[src/spg_pkg.sv]
// Constants shared by the page select and write guard logic
package spg_pkg;
	// SFR addresses (arbitrary defaults, overridable at the top)
	localparam logic [7:0] SPG_ADDR_PAGE = 8'hA1;
	localparam logic [7:0] SPG_ADDR_KEY = 8'hBB;
	localparam logic [7:0] SPG_ADDR_SYSCTL = 8'hBC;
	// Page register layout
	localparam int SPG_PAGE_LSB = 0;
	localparam int SPG_RSVD_BIT = 3;
	localparam int SPG_SLOT_LSB = 4;
	localparam int SPG_ACTION_LSB = 6;
	localparam logic [7:0] SPG_PAGE_RESET = 8'h00;
	// Key register layout
	localparam int SPG_MODE_LSB = 0;
	localparam int SPG_STATUS_BIT = 2;
	localparam int SPG_KEY_LSB = 3;
	localparam logic [7:0] SPG_KEY_RESET = 8'h07;
	localparam logic [1:0] SPG_MODE_RESET = 2'h3;
	localparam logic [1:0] SPG_MODE_OFF = 2'h0;
	localparam logic [1:0] SPG_MODE_FULL = 2'h3;
	// Key patterns
	localparam logic [4:0] SPG_KEY_MODE = 5'h18;
	localparam logic [4:0] SPG_KEY_OPEN = 5'h13;
	localparam logic [4:0] SPG_KEY_CLOSE = 5'h15;
	// Unlock window in core clock cycles
	localparam int SPG_WINDOW_CYC = 32;
	// Guarded system control register layout
	localparam int SPG_DIV_LSB = 0;
	localparam int SPG_DIV_W = 4;
	localparam int SPG_WDT_BIT = 4;
	localparam int SPG_PWRDN_BIT = 5;
	localparam int SPG_SLOW_BIT = 6;
	localparam logic [7:0] SPG_SYSCTL_RESET = 8'h00;
	// Page action codes
	typedef enum logic [1:0]
	{
		SPG_ACT_MAN0 = 2'b00,
		SPG_ACT_MAN1 = 2'b01,
		SPG_ACT_SAVE = 2'b10,
		SPG_ACT_REST = 2'b11
	} spg_action_t;
endpackage

[src/spg_top.sv]
// Page select register and password write guard on the SFR access port
`timescale 1ns/10ps
module spg_top
	import spg_pkg::*;
#(
	parameter logic [7:0] ADDR_PAGE = SPG_ADDR_PAGE,
	parameter logic [7:0] ADDR_KEY = SPG_ADDR_KEY,
	parameter logic [7:0] ADDR_SYSCTL = SPG_ADDR_SYSCTL
)
(
	// Clock and reset
	input wire logic mclk,
	input wire logic nrst,
	// SFR access port from the core
	input wire logic [7:0] sfr_addr,
	input wire logic sfr_wr,
	input wire logic sfr_rd,
	input wire logic [7:0] sfr_wdata,
	output logic [7:0] sfr_rdata,
	// Active module page
	output logic [2:0] page_sel,
	// Guard state
	output logic protect_status,
	output logic [1:0] guard_mode,
	// Guarded system controls
	output logic [3:0] pll_divider_factor,
	output logic watchdog_enable_bit,
	output logic power_down_ctrl,
	output logic slowdown_ctrl
);
	localparam logic [5:0] WINDOW_LAST = 6'(SPG_WINDOW_CYC - 1);

	// Elaboration checks on the configuration
	if (ADDR_PAGE == ADDR_KEY)
	begin : g_bad_page_key
		$error("spg_top: page and key registers share an address");
	end
	if (ADDR_PAGE == ADDR_SYSCTL)
	begin : g_bad_page_sys
		$error("spg_top: page and system control registers share an address");
	end
	if (ADDR_KEY == ADDR_SYSCTL)
	begin : g_bad_key_sys
		$error("spg_top: key and system control registers share an address");
	end
	// The countdown register holds at most 64 cycles
	if (SPG_WINDOW_CYC < 1 || SPG_WINDOW_CYC > 64)
	begin : g_bad_window
		$error("spg_top: unlock window does not fit the countdown");
	end
	if (SPG_KEY_MODE == SPG_KEY_OPEN || SPG_KEY_MODE == SPG_KEY_CLOSE
		|| SPG_KEY_OPEN == SPG_KEY_CLOSE)
	begin : g_bad_keys
		$error("spg_top: key patterns must differ");
	end
	// Guarded control fields must not overlap
	if (SPG_DIV_LSB + SPG_DIV_W > SPG_WDT_BIT || SPG_SLOW_BIT > 7)
	begin : g_bad_ctl
		$error("spg_top: guarded control fields overlap");
	end
	// Status bit sits between the mode and key fields
	if (SPG_STATUS_BIT != SPG_MODE_LSB + 2 || SPG_KEY_LSB != SPG_STATUS_BIT + 1)
	begin : g_bad_key_layout
		$error("spg_top: key register layout does not fit");
	end

	// Address decode
	logic wr_page, wr_key, wr_sys;
	always_comb
	begin
		wr_page = 1'b0;
		wr_key = 1'b0;
		wr_sys = 1'b0;
		if (!sfr_wr)
		begin
			wr_page = 1'b0;
		end
		else if (sfr_addr == ADDR_PAGE)
		begin
			wr_page = 1'b1;
		end
		else if (sfr_addr == ADDR_KEY)
		begin
			wr_key = 1'b1;
		end
		else if (sfr_addr == ADDR_SYSCTL)
		begin
			wr_sys = 1'b1;
		end
	end

	// Read decode; unmapped addresses read as zero
	logic rd_page, rd_key, rd_sys, rd_none;
	always_comb
	begin
		rd_page = 1'b0;
		rd_key = 1'b0;
		rd_sys = 1'b0;
		rd_none = 1'b0;
		if (!sfr_rd)
		begin
			rd_none = 1'b0;
		end
		else if (sfr_addr == ADDR_PAGE)
		begin
			rd_page = 1'b1;
		end
		else if (sfr_addr == ADDR_KEY)
		begin
			rd_key = 1'b1;
		end
		else if (sfr_addr == ADDR_SYSCTL)
		begin
			rd_sys = 1'b1;
		end
		else
		begin
			rd_none = 1'b1;
		end
	end

	// Page register
	logic [7:0] page_rd;
	logic [2:0] page_now;

	spg_page_reg #(
		.PAGE_W(3),
		.SLOTS(4)
	) spg_page_reg_inst (
		.mclk(mclk),
		.nrst(nrst),
		.wr_en(wr_page),
		.wdata(sfr_wdata),
		.rd_value(page_rd),
		.page_active(page_now)
	);

	// Write guard state
	logic [1:0] mode_q, mode_d;
	logic open_q, open_d;
	logic [5:0] cnt_q, cnt_d;
	logic [4:0] key;
	logic writable;
	logic key_mode, key_open, key_close;

	assign key = sfr_wdata[SPG_KEY_LSB +: 5];

	// Key pattern decode; any other pattern has no effect
	always_comb
	begin
		key_mode = 1'b0;
		key_open = 1'b0;
		key_close = 1'b0;
		if (!wr_key)
		begin
			key_mode = 1'b0;
		end
		else if (key == SPG_KEY_MODE)
		begin
			key_mode = 1'b1;
		end
		else if (key == SPG_KEY_OPEN)
		begin
			key_open = 1'b1;
		end
		else if (key == SPG_KEY_CLOSE)
		begin
			key_close = 1'b1;
		end
	end

	always_comb
	begin
		mode_d = mode_q;
		open_d = open_q;
		cnt_d = cnt_q;
		// Countdown of the unlock window
		if (open_q)
		begin
			if (cnt_q == 6'h00)
				open_d = 1'b0;
			else
				cnt_d = cnt_q - 6'h01;
		end
		// Unknown patterns fall through untouched
		if (key_mode)
		begin
			mode_d = sfr_wdata[SPG_MODE_LSB +: 2];
		end
		else if (key_open && mode_q == SPG_MODE_FULL)
		begin
			open_d = 1'b1;
			cnt_d = WINDOW_LAST;
		end
		else if (key_close)
		begin
			open_d = 1'b0;
			cnt_d = 6'h00;
		end
	end

	// Guard state registers
	always_ff @(posedge mclk or negedge nrst)
	begin
		if (!nrst)
		begin
			mode_q <= SPG_MODE_RESET;
			open_q <= 1'b0;
			cnt_q <= 6'h00;
		end
		else
		begin
			mode_q <= mode_d;
			open_q <= open_d;
			cnt_q <= cnt_d;
		end
	end

	// Protection off in mode 00, otherwise only while open
	assign writable = (mode_q == SPG_MODE_OFF) || open_q;

	// Guarded system control register
	logic [7:0] sys_q, sys_d;
	always_comb
	begin
		sys_d = sys_q;
		if (wr_sys && writable)
		begin
			sys_d[SPG_DIV_LSB +: SPG_DIV_W] = sfr_wdata[SPG_DIV_LSB +: SPG_DIV_W];
			sys_d[SPG_WDT_BIT] = sfr_wdata[SPG_WDT_BIT];
			sys_d[SPG_PWRDN_BIT] = sfr_wdata[SPG_PWRDN_BIT];
			sys_d[SPG_SLOW_BIT] = sfr_wdata[SPG_SLOW_BIT];
		end
	end

	// Guarded control registers
	always_ff @(posedge mclk or negedge nrst)
	begin
		if (!nrst)
		begin
			sys_q <= SPG_SYSCTL_RESET;
		end
		else
		begin
			sys_q <= sys_d;
		end
	end

	// Read mux and registered outputs
	logic [7:0] rdata_q, rdata_d;
	logic [7:0] key_rd;
	logic status_d;

	// Status reflects the guard state after this edge
	always_comb
	begin
		status_d = !((mode_d == SPG_MODE_OFF) || open_d);
		key_rd = 8'h00;
		key_rd[SPG_STATUS_BIT] = !writable;
		key_rd[SPG_MODE_LSB +: 2] = mode_q;
		rdata_d = rdata_q;
		if (rd_page)
			rdata_d = page_rd;
		else if (rd_key)
			rdata_d = key_rd;
		else if (rd_sys)
			rdata_d = sys_q;
		else if (rd_none)
			rdata_d = 8'h00;
	end

	// Read data holds until the next read
	always_ff @(posedge mclk or negedge nrst)
	begin
		if (!nrst)
		begin
			rdata_q <= 8'h00;
			protect_status <= SPG_KEY_RESET[SPG_STATUS_BIT];
		end
		else
		begin
			rdata_q <= rdata_d;
			protect_status <= status_d;
		end
	end

	assign sfr_rdata = rdata_q;
	assign page_sel = page_now;
	assign guard_mode = mode_q;
	assign pll_divider_factor = sys_q[SPG_DIV_LSB +: SPG_DIV_W];
	assign watchdog_enable_bit = sys_q[SPG_WDT_BIT];
	assign power_down_ctrl = sys_q[SPG_PWRDN_BIT];
	assign slowdown_ctrl = sys_q[SPG_SLOW_BIT];
endmodule // spg_top

[src/spg_page_reg.sv]
// Module page register with save slots
`timescale 1ns/10ps
module spg_page_reg
	import spg_pkg::*;
#(
	parameter int PAGE_W = 3,
	parameter int SLOTS = 4
)
(
	// Clock and reset
	input wire logic mclk,
	input wire logic nrst,
	// Write port
	input wire logic wr_en,
	input wire logic [7:0] wdata,
	// State
	output logic [7:0] rd_value,
	output logic [PAGE_W-1:0] page_active
);
	// Elaboration check on the configuration
	if (PAGE_W != 3 || SLOTS != 4)
	begin : g_bad_size
		$error("spg_page_reg: only 3-bit page and 4 slots supported");
	end

	logic [PAGE_W-1:0] page_q, page_d;
	logic [PAGE_W-1:0] slot_q [SLOTS];
	logic [PAGE_W-1:0] slot_d [SLOTS];
	spg_action_t action;
	logic [1:0] slot_idx;
	logic [PAGE_W-1:0] new_page;

	assign action = spg_action_t'(wdata[SPG_ACTION_LSB +: 2]);
	assign slot_idx = wdata[SPG_SLOT_LSB +: 2];
	assign new_page = wdata[SPG_PAGE_LSB +: PAGE_W];

	always_comb
	begin
		page_d = page_q;
		for (int i = 0; i < SLOTS; i++)
			slot_d[i] = slot_q[i];
		if (wr_en)
		begin
			case (action)
				SPG_ACT_SAVE:
				begin
					page_d = new_page;
					slot_d[slot_idx] = page_q;
				end
				SPG_ACT_REST:
					page_d = slot_q[slot_idx];
				default:
					page_d = new_page;
			endcase
		end
	end

	always_ff @(posedge mclk or negedge nrst)
	begin
		if (!nrst)
		begin
			page_q <= SPG_PAGE_RESET[PAGE_W-1:0];
			for (int i = 0; i < SLOTS; i++)
				slot_q[i] <= '0;
		end
		else
		begin
			page_q <= page_d;
			for (int i = 0; i < SLOTS; i++)
				slot_q[i] <= slot_d[i];
		end
	end

	// Write-only fields and reserved bit read as zero
	assign rd_value = {5'h00, page_q};
	assign page_active = page_q;
endmodule // spg_page_reg

[config.mk]
export PLATFORM = sky130hd
export DESIGN_NAME = spg_top
export DESIGN_NICKNAME = d
export VERILOG_FILES = /design/src/spg_pkg.sv /design/src/spg_top.sv /design/src/spg_page_reg.sv
export SDC_FILE = /design/constraint.sdc
export NUM_CORES = 1
export LEC_CHECK = 0
export BUFFER_PORTS_ARGS = -buffer_cell sky130_fd_sc_hd__buf_2
export CAP_MARGIN = 20
export CORE_ASPECT_RATIO = 1.75
export CORE_MARGIN = 2
export CORE_UTILIZATION = 54
export DETAILED_ROUTE_END_ITERATION = 6
export PLACE_DENSITY_LB_ADDON = 0.15
export SLEW_MARGIN = 20
export SYNTH_ARGS = -nofsm -noshare
export SYNTH_HDL_FRONTEND = slang
export SYNTH_SLANG_ARGS = --single-unit
[constraint.sdc]
create_clock -name mclk -period 1.8 [get_ports mclk]
set_input_delay 0.45 -clock mclk [delete_from_list [all_inputs] [get_ports mclk]]
set_output_delay 0.45 -clock mclk [all_outputs]
set_load 0.02 [all_outputs]
After elaboration in Yosys (flattened, before gate mapping)

Index checks and enable logic that the tools add are counted.

Word-level logic and storage cells: 83
Bits in registers: 40
Input bits: 20
Output and inout bits: 21

Order comparisons: 2
Eq/ne operators: 9
Reduce and logical (&&, ||, !) cells: 12
Add/sub/neg operators: 1
Muxes and demuxes: 47
Bitwise logic cells: 1

Operators by type and width:

| kind                                                       | number |
|---|---|
| 2-to-1 mux 8 bit                                           | 4 |
| 2-to-1 mux 1 bit                                           | 30 |
| 2-to-1 mux 6 bit                                           | 5 |
| == test 8 bit, second input constant                       | 3 |
| == test 5 bit, second input constant                       | 3 |
| bitwise mux 12 bit                                         | 1 |
| 2-to-1 mux 3 bit                                           | 4 |
| binary-select mux 3 bit (select 2 bit)                     | 1 |
| demux 3 bit (select 2 bit)                                 | 1 |
| == test 2 bit, second input constant                       | 3 |
| zero test 6 bit                                            | 1 |
| subtractor 6 x 1 -> 6 bit, second input constant           | 1 |
| zero test 2 bit                                            | 2 |
| nonzero test 4 bit                                         | 1 |
| >= comparator 3 bit, second input constant                 | 1 |
| logical AND 1 bit                                          | 3 |
| less-than comparator 3 x 1 -> 1 bit, second input constant | 1 |
| inverter 2 -> 3 bit                                        | 1 |
| zero test 1 bit                                            | 2 |
| logical OR 1 bit                                           | 2 |
| 2-to-1 mux 2 bit                                           | 1 |
| AND reduction 2 bit                                        | 1 |

Longest topological paths before layout

Gate-level depths: netlist (run 1).

Word-level depth: 10
Gate-level depth with buffers: 6
Mapped depth without buffers: 6

Hierarchy

Synthesis (run 1) repeated with hierarchy kept, for this count alone.

Cells, all modules: 191
Area, all modules: 2140.8 µm²

Modules (own cells, without submodules):

| module       | instances | cells each | area each (µm²) | sequential area each (µm²) |
|---|---|---|---|---|
| spg_top      | 1         | 134        | 1372.6          | 629.4 |
| spg_page_reg | 1         | 57         | 768.2           | 375.4 |

Worst setup path after synthesis (run 1)

No wires, ideal clock.

Kind: in2reg
From: in sfr_wdata[5]
To: reg mode_q[0] (netlist: guard_mode[0])
Library setup time: 0.082 ns
Slack: -0.088 ns
Data required time: 1.718 ns
Path buffers: 1
Data arrival time: 1.805 ns
Stages: 4
Path through: buf_2 or4b_4 nor4_4 mux2_2

Word-level cells in the longest chain between the ends: 4

Ends and longest elaborated chain:

| element                | RTL line       | RTL |
|---|---|---|
| start: declaration     | spg_top.sv:18  | `input wire logic [7:0] sfr_wdata,` |
| == test 5 bit          | spg_top.sv:158 | `else if (key == SPG_KEY_MODE)` |
| 2-to-1 mux 1 bit       | spg_top.sv:158 |  |
| 2-to-1 mux 1 bit       | spg_top.sv:154 | `if (!wr_key)` |
| 2-to-1 mux 2 bit       | spg_top.sv:186 | `if (key_mode)` |
| net mode_d[0]          | spg_top.sv:139 | `logic [1:0] mode_q, mode_d;` |
| end signal: assignment | spg_top.sv:213 | `mode_q <= mode_d;` |
| end: declaration       | spg_top.sv:139 |  |

The timed path passes the listed nets, and every way through them passes these cells.
A chain may end at the register's enable or synchronous reset.

Worst setup path after layout (run 1)

From: in sfr_addr[1]
To: reg spg_page_reg_inst.slot_q[2] (netlist name)

Word-level cells in the longest chain between the ends: 4

Ends and longest elaborated chain:

| element                        | RTL line           | RTL |
|---|---|---|
| start: declaration             | spg_top.sv:15      | `input wire logic [7:0] sfr_addr,` |
| == test 8 bit                  | spg_top.sv:78      | `else if (sfr_addr == ADDR_PAGE)` |
| 2-to-1 mux 1 bit               | spg_top.sv:78      |  |
| 2-to-1 mux 1 bit               | spg_top.sv:74      | `if (!sfr_wr)` |
| AND reduction 2 bit (no line)  | --                 |  |
| end signal: indexed assignment | spg_page_reg.sv:70 | `slot_q[i] <= slot_d[i];` |
| end: declaration               | spg_page_reg.sv:27 | `logic [PAGE_W-1:0] slot_q [SLOTS];` |

Every way passes these cells.

==> results of run 1 <==
critical path, stage by stage:
cell	delay, ns
buf_2	0.12
nor3_2	0.23
nor3b_1	0.28
buf_4	0.20
nand4_1	0.22
mux2_2	0.34
cell families (layout without fill, tap and decap cells):
logic type | Yosys count | count (layout) | synth area share [%]
AO/OA/AOI/OAI | 27 | 27 | 9.27
XOR/XNOR | 3 | 3 | 1.32
adder cells (fa/ha/maj) | 2 | 2 | 1.25
buffers and inverters | 11 | 74 | 2.76
flip-flops | 39 | 39 | 49.0
multiplexers | 30 | 30 | 18.9
other | 1 | 1 | 0.188
AND/OR/NAND/NOR | 52 | 52 | 17.3
Yosys cell counts, types with 3 or more instances:
library cell	instances
nand2_1	7
nand3_1	7
mux2_2	23
dfrtp_1	36
nor3_1	4
and3_1	3
a21oi_1	9
a22o_1	4
a221oi_1	3
inv_1	6
dfstp_2	3
o21ai_0	4
mux4_1	3
nor2_1	8
mux2i_1	4
metrics by stage:
step           setup TNS (ns)  utilization, %  cells
3_5_place_dp            -1.99            66.3    266
2_1_floorplan               0               -    165
4_1_cts                     0            69.4    274
6_report                    0            69.7    274
3_3_place_gp            -1.22            66.3    266
5_1_grt                     0            69.7    274
registers in the layout, indices dropped and copies added (netlist names):
| signal | cells |
|---|---|
| open_q | 1 |
| protect_status | 1 |
| guard_mode | 2 |
| spg_page_reg_inst.page_active | 3 |
| cnt_q | 6 |
| sys_q | 7 |
| spg_page_reg_inst.slot_q | 12 |
| sfr_rdata | 7 |
where the power goes:
group | switching (uW) | leakage [uW] | internal, uW | total, uW
Sequential | 19.1 | 0.000512 | 894 | 914
Clock | 322 | 0.0000581 | 413 | 734
Combinational | 117 | 0.000768 | 78.2 | 195
metal layers:
metal  up-vias  routed length, um  GRT usage (%)
met4         0                117           10.9
li1        739                  -              -
met3        12                171           4.09
met2        56               3090           51.7
met1       803               1780           27.6
met5         -                  0              0
cell type report:
cell class | count | share of cell area, %
Clock buffer | 5 | 2.75
Clock inverter | 3 | 1.75
Inverter | 6 | 0.899
Multi-Input combinational cell | 115 | 39.1
Sequential cell | 39 | 39.1
Tap cell | 46 | 2.30
Timing Repair Buffer | 60 | 14.1
cell usage in the layout (no fill, tap or decap), drive strengths merged, types with 2 or more instances in the layout:
cell type and instances:
a21o 2, a21oi 9, a221oi 3, a22o 4, a311oi 2, and3 3
and3b 3, buf 60, clkbuf 5, clkinv 2, dfrtp 36, dfstp 3
ha 2, inv 6, mux2 23, mux2i 4, mux4 3, nand2 7
nand3 7, nand4 2, nand4b 2, nor2 8, nor2b 2, nor3 4
nor4 3, o21ai 4, xor2 2
worst paths after layout:
kind | slack (ns) | cells past startpoint | endpoint
min | 0.18 | 2 | cnt_q[3]$_DFF_PN0_
max reg2reg | 0.15 | 5 | cnt_q[2]$_DFF_PN0_
max in group asynchronous | 1.25 | 2 | guard_mode[0]$_DFF_PN1_
min reg2reg | 0.50 | 1 | spg_page_reg_inst.slot_q[10]$_DFFE_PN0P_
min in group mclk | 0.40 | 2 | sys_q[2]$_DFFE_PN0P_
max | 0.13 | 6 | spg_page_reg_inst.slot_q[2]$_DFFE_PN0P_
==> impl_metrics.env, run 1 <==
export IMPL_status="finished, final reports clean"
export IMPL_yosys_warnings=0
export IMPL_die_y_um=84.5
export IMPL_worst_hold_slack_ns=0.182
export IMPL_startpoint_type="input pin"
export IMPL_synthArstFlopShare_pct=100
export IMPL_crit_start="sfr_addr[1]"
export IMPL_end_kind="flop"
export IMPL_hold_violations=0
export IMPL_crit_fanout=6
export IMPL_port_buffers=39
export IMPL_timing_final_ws_setup_ns=0.135
export IMPL_die_area_um2=4220
export IMPL_ctsHoldBuffers=0
export IMPL_place_ws_ns=-0.145
export IMPL_yosysTopAreaCellShare_pct=45.1
export IMPL_vias=1610
export IMPL_fin_crit_sh_pct=92.5
export IMPL_initial_core_util_pct=55.6
export IMPL_rsz0062_at_grt="no"
export IMPL_die_x_um=50.0
export IMPL_synth_flop_cell="dfrtp_1"
export IMPL_fin_crit_ns=1.67
export IMPL_grt_max_degree=40
export IMPL_wirelength_um=5150
export IMPL_htreeDepth=2
export IMPL_cts_buffers=5
export IMPL_root_buffer="clkbuf_8"
export IMPL_layout_nets=249
export IMPL_drc=0
export IMPL_grt_overflow_total=0
export IMPL_r2r_start="cnt_q[3]$_DFF_PN0_"
export IMPL_flow_area_growth_from_synthesis_pct=25.4
export IMPL_p_total_uw=1840
export IMPL_leakage_uw=0.00134
export IMPL_cts_clk_slew_worst_paths_ns=0.09
export IMPL_first_iter_violations=60
export IMPL_synthTopCellsByArea="dfrtp_1 45%, mux2_2 13%, dfstp_2 3.9%"
export IMPL_p_per_area_nw_per_um2=736
export IMPL_viasPerCell=5.88
export IMPL_netlist_instances=165
export IMPL_placed_area_um2=2380
export IMPL_multi_input_area_um2=980
export IMPL_num_io_pins=41
export IMPL_grt_pass1_wl_um=8400
export IMPL_diodes=0
export IMPL_grt_usage_pct=26.9
export IMPL_cts_sinks=39
export IMPL_maxCapViolCount=0
export IMPL_yosys_register_bits=39
export IMPL_worst_ep_arrival_time_ns=1.84
export IMPL_fin_area_um2=2500
export IMPL_seq_area_um2=980
export IMPL_yosysUniqueCellTypes=46
export IMPL_clockBufferDepth=2
export IMPL_syn_avg_cell_area_um2=12.1
export IMPL_ir_worst_vdd_v=0.000774
export IMPL_fmax_mhz=600
export IMPL_firstDrtPassIters=4
export IMPL_fillers=279
export IMPL_antenna_found_initial=0
export IMPL_core_area_um2=3590
export IMPL_synth_edff_count=0
export IMPL_clk_latency_ns=0.30
export IMPL_gp_congestion=0.841
export IMPL_cts_tree="yes"
export IMPL_final_antenna_net_count=0
export IMPL_critPathKind="in -> reg"
export IMPL_synth_fp_nets=187
export IMPL_setup_violations=0
export IMPL_crit_required_ns=1.98
export IMPL_finalClockSkew_ns=0.0167
export IMPL_syn_area_um2=2000
export IMPL_ys_seq_area_share_pct=49.0
export IMPL_postCtsSetupBuffers=0
export IMPL_final_layout_size_suffix_gt1_share_pct=45.2
export IMPL_hpwl_um=3910
export IMPL_yosys_area_top_type="dfrtp_1"
export IMPL_grt_pass1_vias=1749
export IMPL_fp_row_count=29
export IMPL_wl_per_cell_um=18.8
export IMPL_slew_violations=0
export IMPL_hp_class="in -> async"
export IMPL_cts_resized=0
Power figures use the tool's default switching activity.
==> run 2: changes to the inputs <==
--- a/config.mk
+++ b/config.mk
@@ -6,4 +6,5 @@
 export NUM_CORES = 1
 export LEC_CHECK = 0
+export ABC_CLOCK_PERIOD_IN_PS = 1800
 export BUFFER_PORTS_ARGS = -buffer_cell sky130_fd_sc_hd__buf_2
 export CAP_MARGIN = 20
==> constraint.sdc (replaced) <==
create_clock -name mclk -period 1.8 [get_ports mclk]
set_input_delay 0.18 -clock mclk [delete_from_list [all_inputs] [get_ports mclk]]
set_output_delay 0.18 -clock mclk [all_outputs]
set_load 0.02 [all_outputs]
==> impl_metrics.env, run 2 (synthesis gave the netlist of run 1 again) <==
export IMPL_fmax_mhz=611
export IMPL_cts_clk_slew_worst_paths_ns=0.07
export IMPL_hpwl_um=3780
export IMPL_postCtsSetupBuffers=0
export IMPL_fin_crit_ns=1.64
export IMPL_timing_final_ws_setup_ns=0.163
export IMPL_violations="hold timing"
export IMPL_final_layout_size_suffix_gt1_share_pct=40.2
export IMPL_wirelength_um=4860
export IMPL_setup_violations=0
export IMPL_worst_hold_slack_ns=-0.00494
export IMPL_grt_usage_pct=25.4
export IMPL_slew_headroom_pct=43.4
export IMPL_die_y_um=84.5
export IMPL_core_area_um2=3590
export IMPL_slew_violations=0
export IMPL_cts_resized=0
export IMPL_cpMaxStageDelayCell="dfrtp_1"
export IMPL_flow_area_growth_from_synthesis_pct=19.5
export IMPL_fp_row_count=29
export IMPL_finalClockSkew_ns=0.0141
export IMPL_hold_violations=11
export IMPL_grt_overflow_total=0
export IMPL_top_register="spg_page_reg_inst.slot_q"
export IMPL_diodes=0
export IMPL_grt_max_degree=40
export IMPL_grt_pass1_vias=1636
export IMPL_largest_register_ffs=12
export IMPL_fin_crit_sh_pct=91.0
export IMPL_place_ws_ns=0.00388
export IMPL_wl_per_cell_um=18.3
export IMPL_firstDrtPassIters=4
export IMPL_final_antenna_net_count=0
export IMPL_ctsHoldBuffers=0
export IMPL_antenna_found_initial=0
export IMPL_gp_congestion=0.848
export IMPL_status="finished, violations left"
export IMPL_clk_latency_ns=0.30
export IMPL_fin_tns_setup_ns=0
export IMPL_crit_fanout=4
export IMPL_critPathKind="reg -> reg"
export IMPL_clockBufferDepth=2
export IMPL_crit_required_ns=1.95
export IMPL_initial_core_util_pct=55.6
export IMPL_final_common_cell="buf_2"
export IMPL_first_iter_violations=37
export IMPL_worst_ep_arrival_time_ns=1.79
export IMPL_final_cell_mix="39 x buf_2, 36 x dfrtp_1, 23 x mux2_2"
export IMPL_grt_pass1_wl_um=7880
export IMPL_ir_worst_vdd_v=0.000680
export IMPL_htreeDepth=2
export IMPL_num_io_pins=41
export IMPL_leakage_uw=0.00128
export IMPL_hp_class="in -> async"
export IMPL_tightest_slew_ns=0.848
export IMPL_die_x_um=50.0
export IMPL_startpoint_type="flop"
export IMPL_vias=1548
export IMPL_worstPathCellList="nor4_1 > a21boi_0 > buf_4 > a31oi_1 > o21ai_0"
export IMPL_cts_buffers=5
export IMPL_cts_sinks=39
export IMPL_layout_nets=240
export IMPL_drc=0
export IMPL_root_buffer="clkbuf_8"
export IMPL_end_kind="flop"
export IMPL_p_total_uw=1660
export IMPL_p_per_area_nw_per_um2=694
export IMPL_port_buffers=39
export IMPL_die_area_um2=4220
export IMPL_rsz0062_at_grt="no"
export IMPL_maxCapViolCount=0
export IMPL_viasPerCell=5.84
export IMPL_cts_tree="yes"
export IMPL_fillers=294
export IMPL_cpPeakStageDelay_ns=0.43
## run 2: changes by cell type in the layout (fill, tap and decap cells not counted), moves of 2 or more
cell	delta
buf_4	-9
clkbuf_1	+3
nor3_1	+2
nor3_2	-2
## run 2: final cells by class
| cell class | count | area [um2] | share of cell area (%) |
|---|---|---|---|
| sequential | 39 | 980 | 41.0 |
| tap | 46 | 57.6 | 2.41 |
| timing repair buffer | 51 | 285 | 11.9 |
| inverter | 6 | 22.5 | 0.943 |
| multi-input combinational | 115 | 963 | 40.3 |
| clock buffer | 8 | 80.1 | 3.35 |
## run 2: routing by layer
layer | track usage, % | part of all wire, % | vias up
met2 | 47.1 | 60 | 39
met1 | 25.1 | 34 | 778
met5 | 0 | 0 | -
met4 | 15.2 | 3.5 | 0
li1 | - | - | 718
met3 | 4.27 | 2.9 | 13
## run 2: critical path: cells and delay by family (launching register included)
family                 cells  cell delay [ns]
buffers and inverters      1             0.18
flip-flops                 1             0.43
AO/OA/AOI/OAI              3             0.48
AND/OR/NAND/NOR            1             0.41
## run 2: per-stage QoR
stage	util, %	hold slack (ns)	area [um2]	instances
6_report	66.5	-0.00494	2390	265
3_5_place_dp	64.3	0.330	2310	257
4_1_cts	66.5	0.0151	2390	265
5_1_grt	66.5	0.0559	2390	265
2_1_floorplan	-	-0.116	2000	165
3_3_place_gp	64.3	0.311	2310	257
## run 2: report_power, final
group / leakage [uW] / internal (uW) / switching, uW / total [uW]
logic: 0.000726 / 65.4 / 108 / 174
clock network: 0.0000395 / 275 / 292 / 567
registers: 0.000512 / 895 / 21.4 / 916
## run 2: path summary, 6_finish.rpt
check,startpoint,to,slack (ns),cells after the start
max,cnt_q[2]$_DFF_PN0_,cnt_q[2]$_DFF_PN0_,0.16,5
min,nrst,cnt_q[1]$_DFF_PN0_,-0.005,1
max reg2reg,cnt_q[2]$_DFF_PN0_,cnt_q[2]$_DFF_PN0_,0.16,5
min reg2reg,sys_q[6]$_DFFE_PN0P_,sfr_rdata[6]$_DFFE_PN0P_,0.50,1
max in group asynchronous,nrst,cnt_q[5]$_DFF_PN0_,1.27,1
min in group mclk,sfr_rd,sfr_rdata[2]$_DFFE_PN0P_,0.15,2
==> run 3: changes to the inputs <==
--- a/config.mk
+++ b/config.mk
@@ -6,5 +6,5 @@
 export NUM_CORES = 1
 export LEC_CHECK = 0
-export ABC_CLOCK_PERIOD_IN_PS = 1800
+export ABC_CLOCK_PERIOD_IN_PS = 1600
 export BUFFER_PORTS_ARGS = -buffer_cell sky130_fd_sc_hd__buf_2
 export CAP_MARGIN = 20
==> constraint.sdc (replaced) <==
create_clock -name mclk -period 1.6 [get_ports mclk]
set_input_delay 0.32 -clock mclk [delete_from_list [all_inputs] [get_ports mclk]]
set_output_delay 0.32 -clock mclk [all_outputs]
set_load 0.02 [all_outputs]
==> impl_metrics.env, run 3 (synthesis gave the netlist of run 1 again) <==
export IMPL_status="finished, final reports clean"
export IMPL_die_x_um=50.0
export IMPL_stdcell_count=282
export IMPL_final_common_cell="buf_2"
export IMPL_core_area_um2=3590
export IMPL_end_kind="flop"
export IMPL_die_area_um2=4220
export IMPL_grt_pass1_wl_um=8380
export IMPL_vias=1616
export IMPL_final_antenna_net_count=0
export IMPL_largest_register_ffs=12
export IMPL_hold_violations=0
export IMPL_worstHoldStart="sfr_wdata[2]"
export IMPL_firstDrtPassIters=4
export IMPL_cpMaxStageDelayCell="mux2_2"
export IMPL_clockBufferDepth=2
export IMPL_layout_nets=257
export IMPL_root_buffer="clkbuf_8"
export IMPL_port_buffers=39
export IMPL_cpPeakStageDelay_ns=0.35
export IMPL_hold_path_endpoint="sys_q[2]$_DFFE_PN0P_"
export IMPL_dp_cells=273
export IMPL_top_layer_used="met4"
export IMPL_diodes=0
export IMPL_initial_core_util_pct=55.6
export IMPL_worstPathCellList="buf_2 > nor3_2 > nor3b_1 > buf_4 > nand4_1 > mux2_2"
export IMPL_leakage_uw=0.00138
export IMPL_wl_met1_um=1730
export IMPL_final_layout_size_suffix_gt1_share_pct=47.9
export IMPL_reg2reg_to="cnt_q[5]$_DFF_PN0_"
export IMPL_rr_worst_depth=4
export IMPL_gp_congestion=0.896
export IMPL_cts_tree="yes"
export IMPL_cts_buffers=5
export IMPL_top_register="spg_page_reg_inst.slot_q"
export IMPL_setup_violations=0
export IMPL_die_y_um=84.5
export IMPL_fp_row_count=29
export IMPL_num_io_pins=41
export IMPL_final_cell_mix="39 x buf_2, 36 x dfrtp_1, 28 x buf_4"
export IMPL_worst_hold_slack_ns=0.278
export IMPL_clk_latency_ns=0.30
export IMPL_drc=0
export IMPL_slew_violations=0
export IMPL_viasPerCell=5.73
export IMPL_cts_clk_slew_worst_paths_ns=0.08
export IMPL_wirelength_um=5130
export IMPL_fin_crit_sh_pct=98.4
export IMPL_met3_length_um=134
export IMPL_hp_class="in -> reg"
export IMPL_maxCapViolCount=0
export IMPL_grt_max_degree=23
export IMPL_fin_crit_ns=1.57
export IMPL_grt_pass1_vias=1709
export IMPL_grt_overflow_total=0
export IMPL_worst_ep_arrival_time_ns=1.76
export IMPL_rsz0062_at_grt="yes"
export IMPL_wl_per_cell_um=18.2
export IMPL_p_total_uw=2080
export IMPL_antenna_found_initial=0
export IMPL_htreeDepth=2
export IMPL_critPathKind="in -> reg"
export IMPL_r2r_start="cnt_q[2]$_DFF_PN0_"
export IMPL_flow_area_growth_from_synthesis_pct=29.3
export IMPL_crit_required_ns=1.78
export IMPL_hpwl_um=4050
export IMPL_final_util_pct=71.9
export IMPL_route_met2_wl_um=3090
export IMPL_r2r_slack_ns=0.06
export IMPL_finalClockSkew_ns=0.00432
export IMPL_hold_path_depth=2
export IMPL_fmax_mhz=635
export IMPL_ir_worst_vdd_v=0.000772
export IMPL_crit_fanout=5
export IMPL_first_iter_violations=43
export IMPL_startpoint_type="input pin"
export IMPL_p_per_area_nw_per_um2=807
export IMPL_grt_usage_pct=27.3
export IMPL_cts_sinks=39
[run 3: cell types whose count changed in the layout (fill, tap and decap cells not counted), sizes merged]
cell,before,now
clkinv,0,2
dlygate4sd3,0,1
clkbuf,8,5
bufinv,0,1
buf,51,67
[run 3: how the worst max path moves through the flow]
| stage | slack [ns] | cells past startpoint | to | start |
|---|---|---|---|---|
| floorplan | -0.03 | 4 | guard_mode[0]$_DFF_PN1_ | sfr_wdata[5] |
| global placement | -0.16 | 5 | sys_q[2]$_DFFE_PN0P_ | sfr_addr[1] |
| detailed placement | -0.20 | 5 | sys_q[5]$_DFFE_PN0P_ | sfr_addr[1] |
| CTS | 0.04 | 5 | cnt_q[2]$_DFF_PN0_ | cnt_q[2]$_DFF_PN0_ |
| global route | -0.009 | 5 | cnt_q[2]$_DFF_PN0_ | cnt_q[2]$_DFF_PN0_ |
| finish | 0.03 | 6 | spg_page_reg_inst.slot_q[0]$_DFFE_PN0P_ | sfr_addr[1] |
[run 3: area by class of cell]
cell class,count,area [um2]
fillers,272,1010
multi-input cells,115,996
flip-flops and latches,39,980
repair buffers,68,415
clock buffers,5,68.8
well taps,46,57.6
clock inverters,3,43.8
inverters,6,22.5
[run 3: routing by layer]
metal / GRT usage, % / up-vias
li1: - / 755
met1: 26.1 / 804
met2: 53.0 / 43
met3: 4.80 / 14
met4: 12.6 / 0
met5: 0 / -
[run 3: critical path: cells and delay by family]
family,cells,cell delay [ns]
buf+inv,2,0.31
mux,1,0.35
simple gates,3,0.77
[run 3: metrics by stage]
| stage | area [um2] | setup WS [ns] | setup TNS, ns |
|---|---|---|---|
| 5_1_grt | 2580 | -0.00917 | -0.0150 |
| 3_3_place_gp | 2440 | -0.156 | -2.42 |
| 2_1_floorplan | 2010 | -0.0311 | -0.0623 |
| 4_1_cts | 2570 | 0.0394 | 0 |
| 6_report | 2580 | 0.0259 | 0 |
| 3_5_place_dp | 2440 | -0.198 | -3.12 |
[run 3: repair_timing]
action | in CTS | in global routing
hold endpoints to repair | 17 | 0
hold buffers | 1 | 0
pin swaps | 0 | 0
gates resized for setup | 2 | 3
setup endpoints to repair | 3 | 4
setup buffers | 0 | 0
[run 3: where the power goes]
part           leakage (uW)  switching (uW)  internal [uW]
clock             0.0000581             365            464
sequential         0.000512            22.2           1010
combinational      0.000811             131           95.6
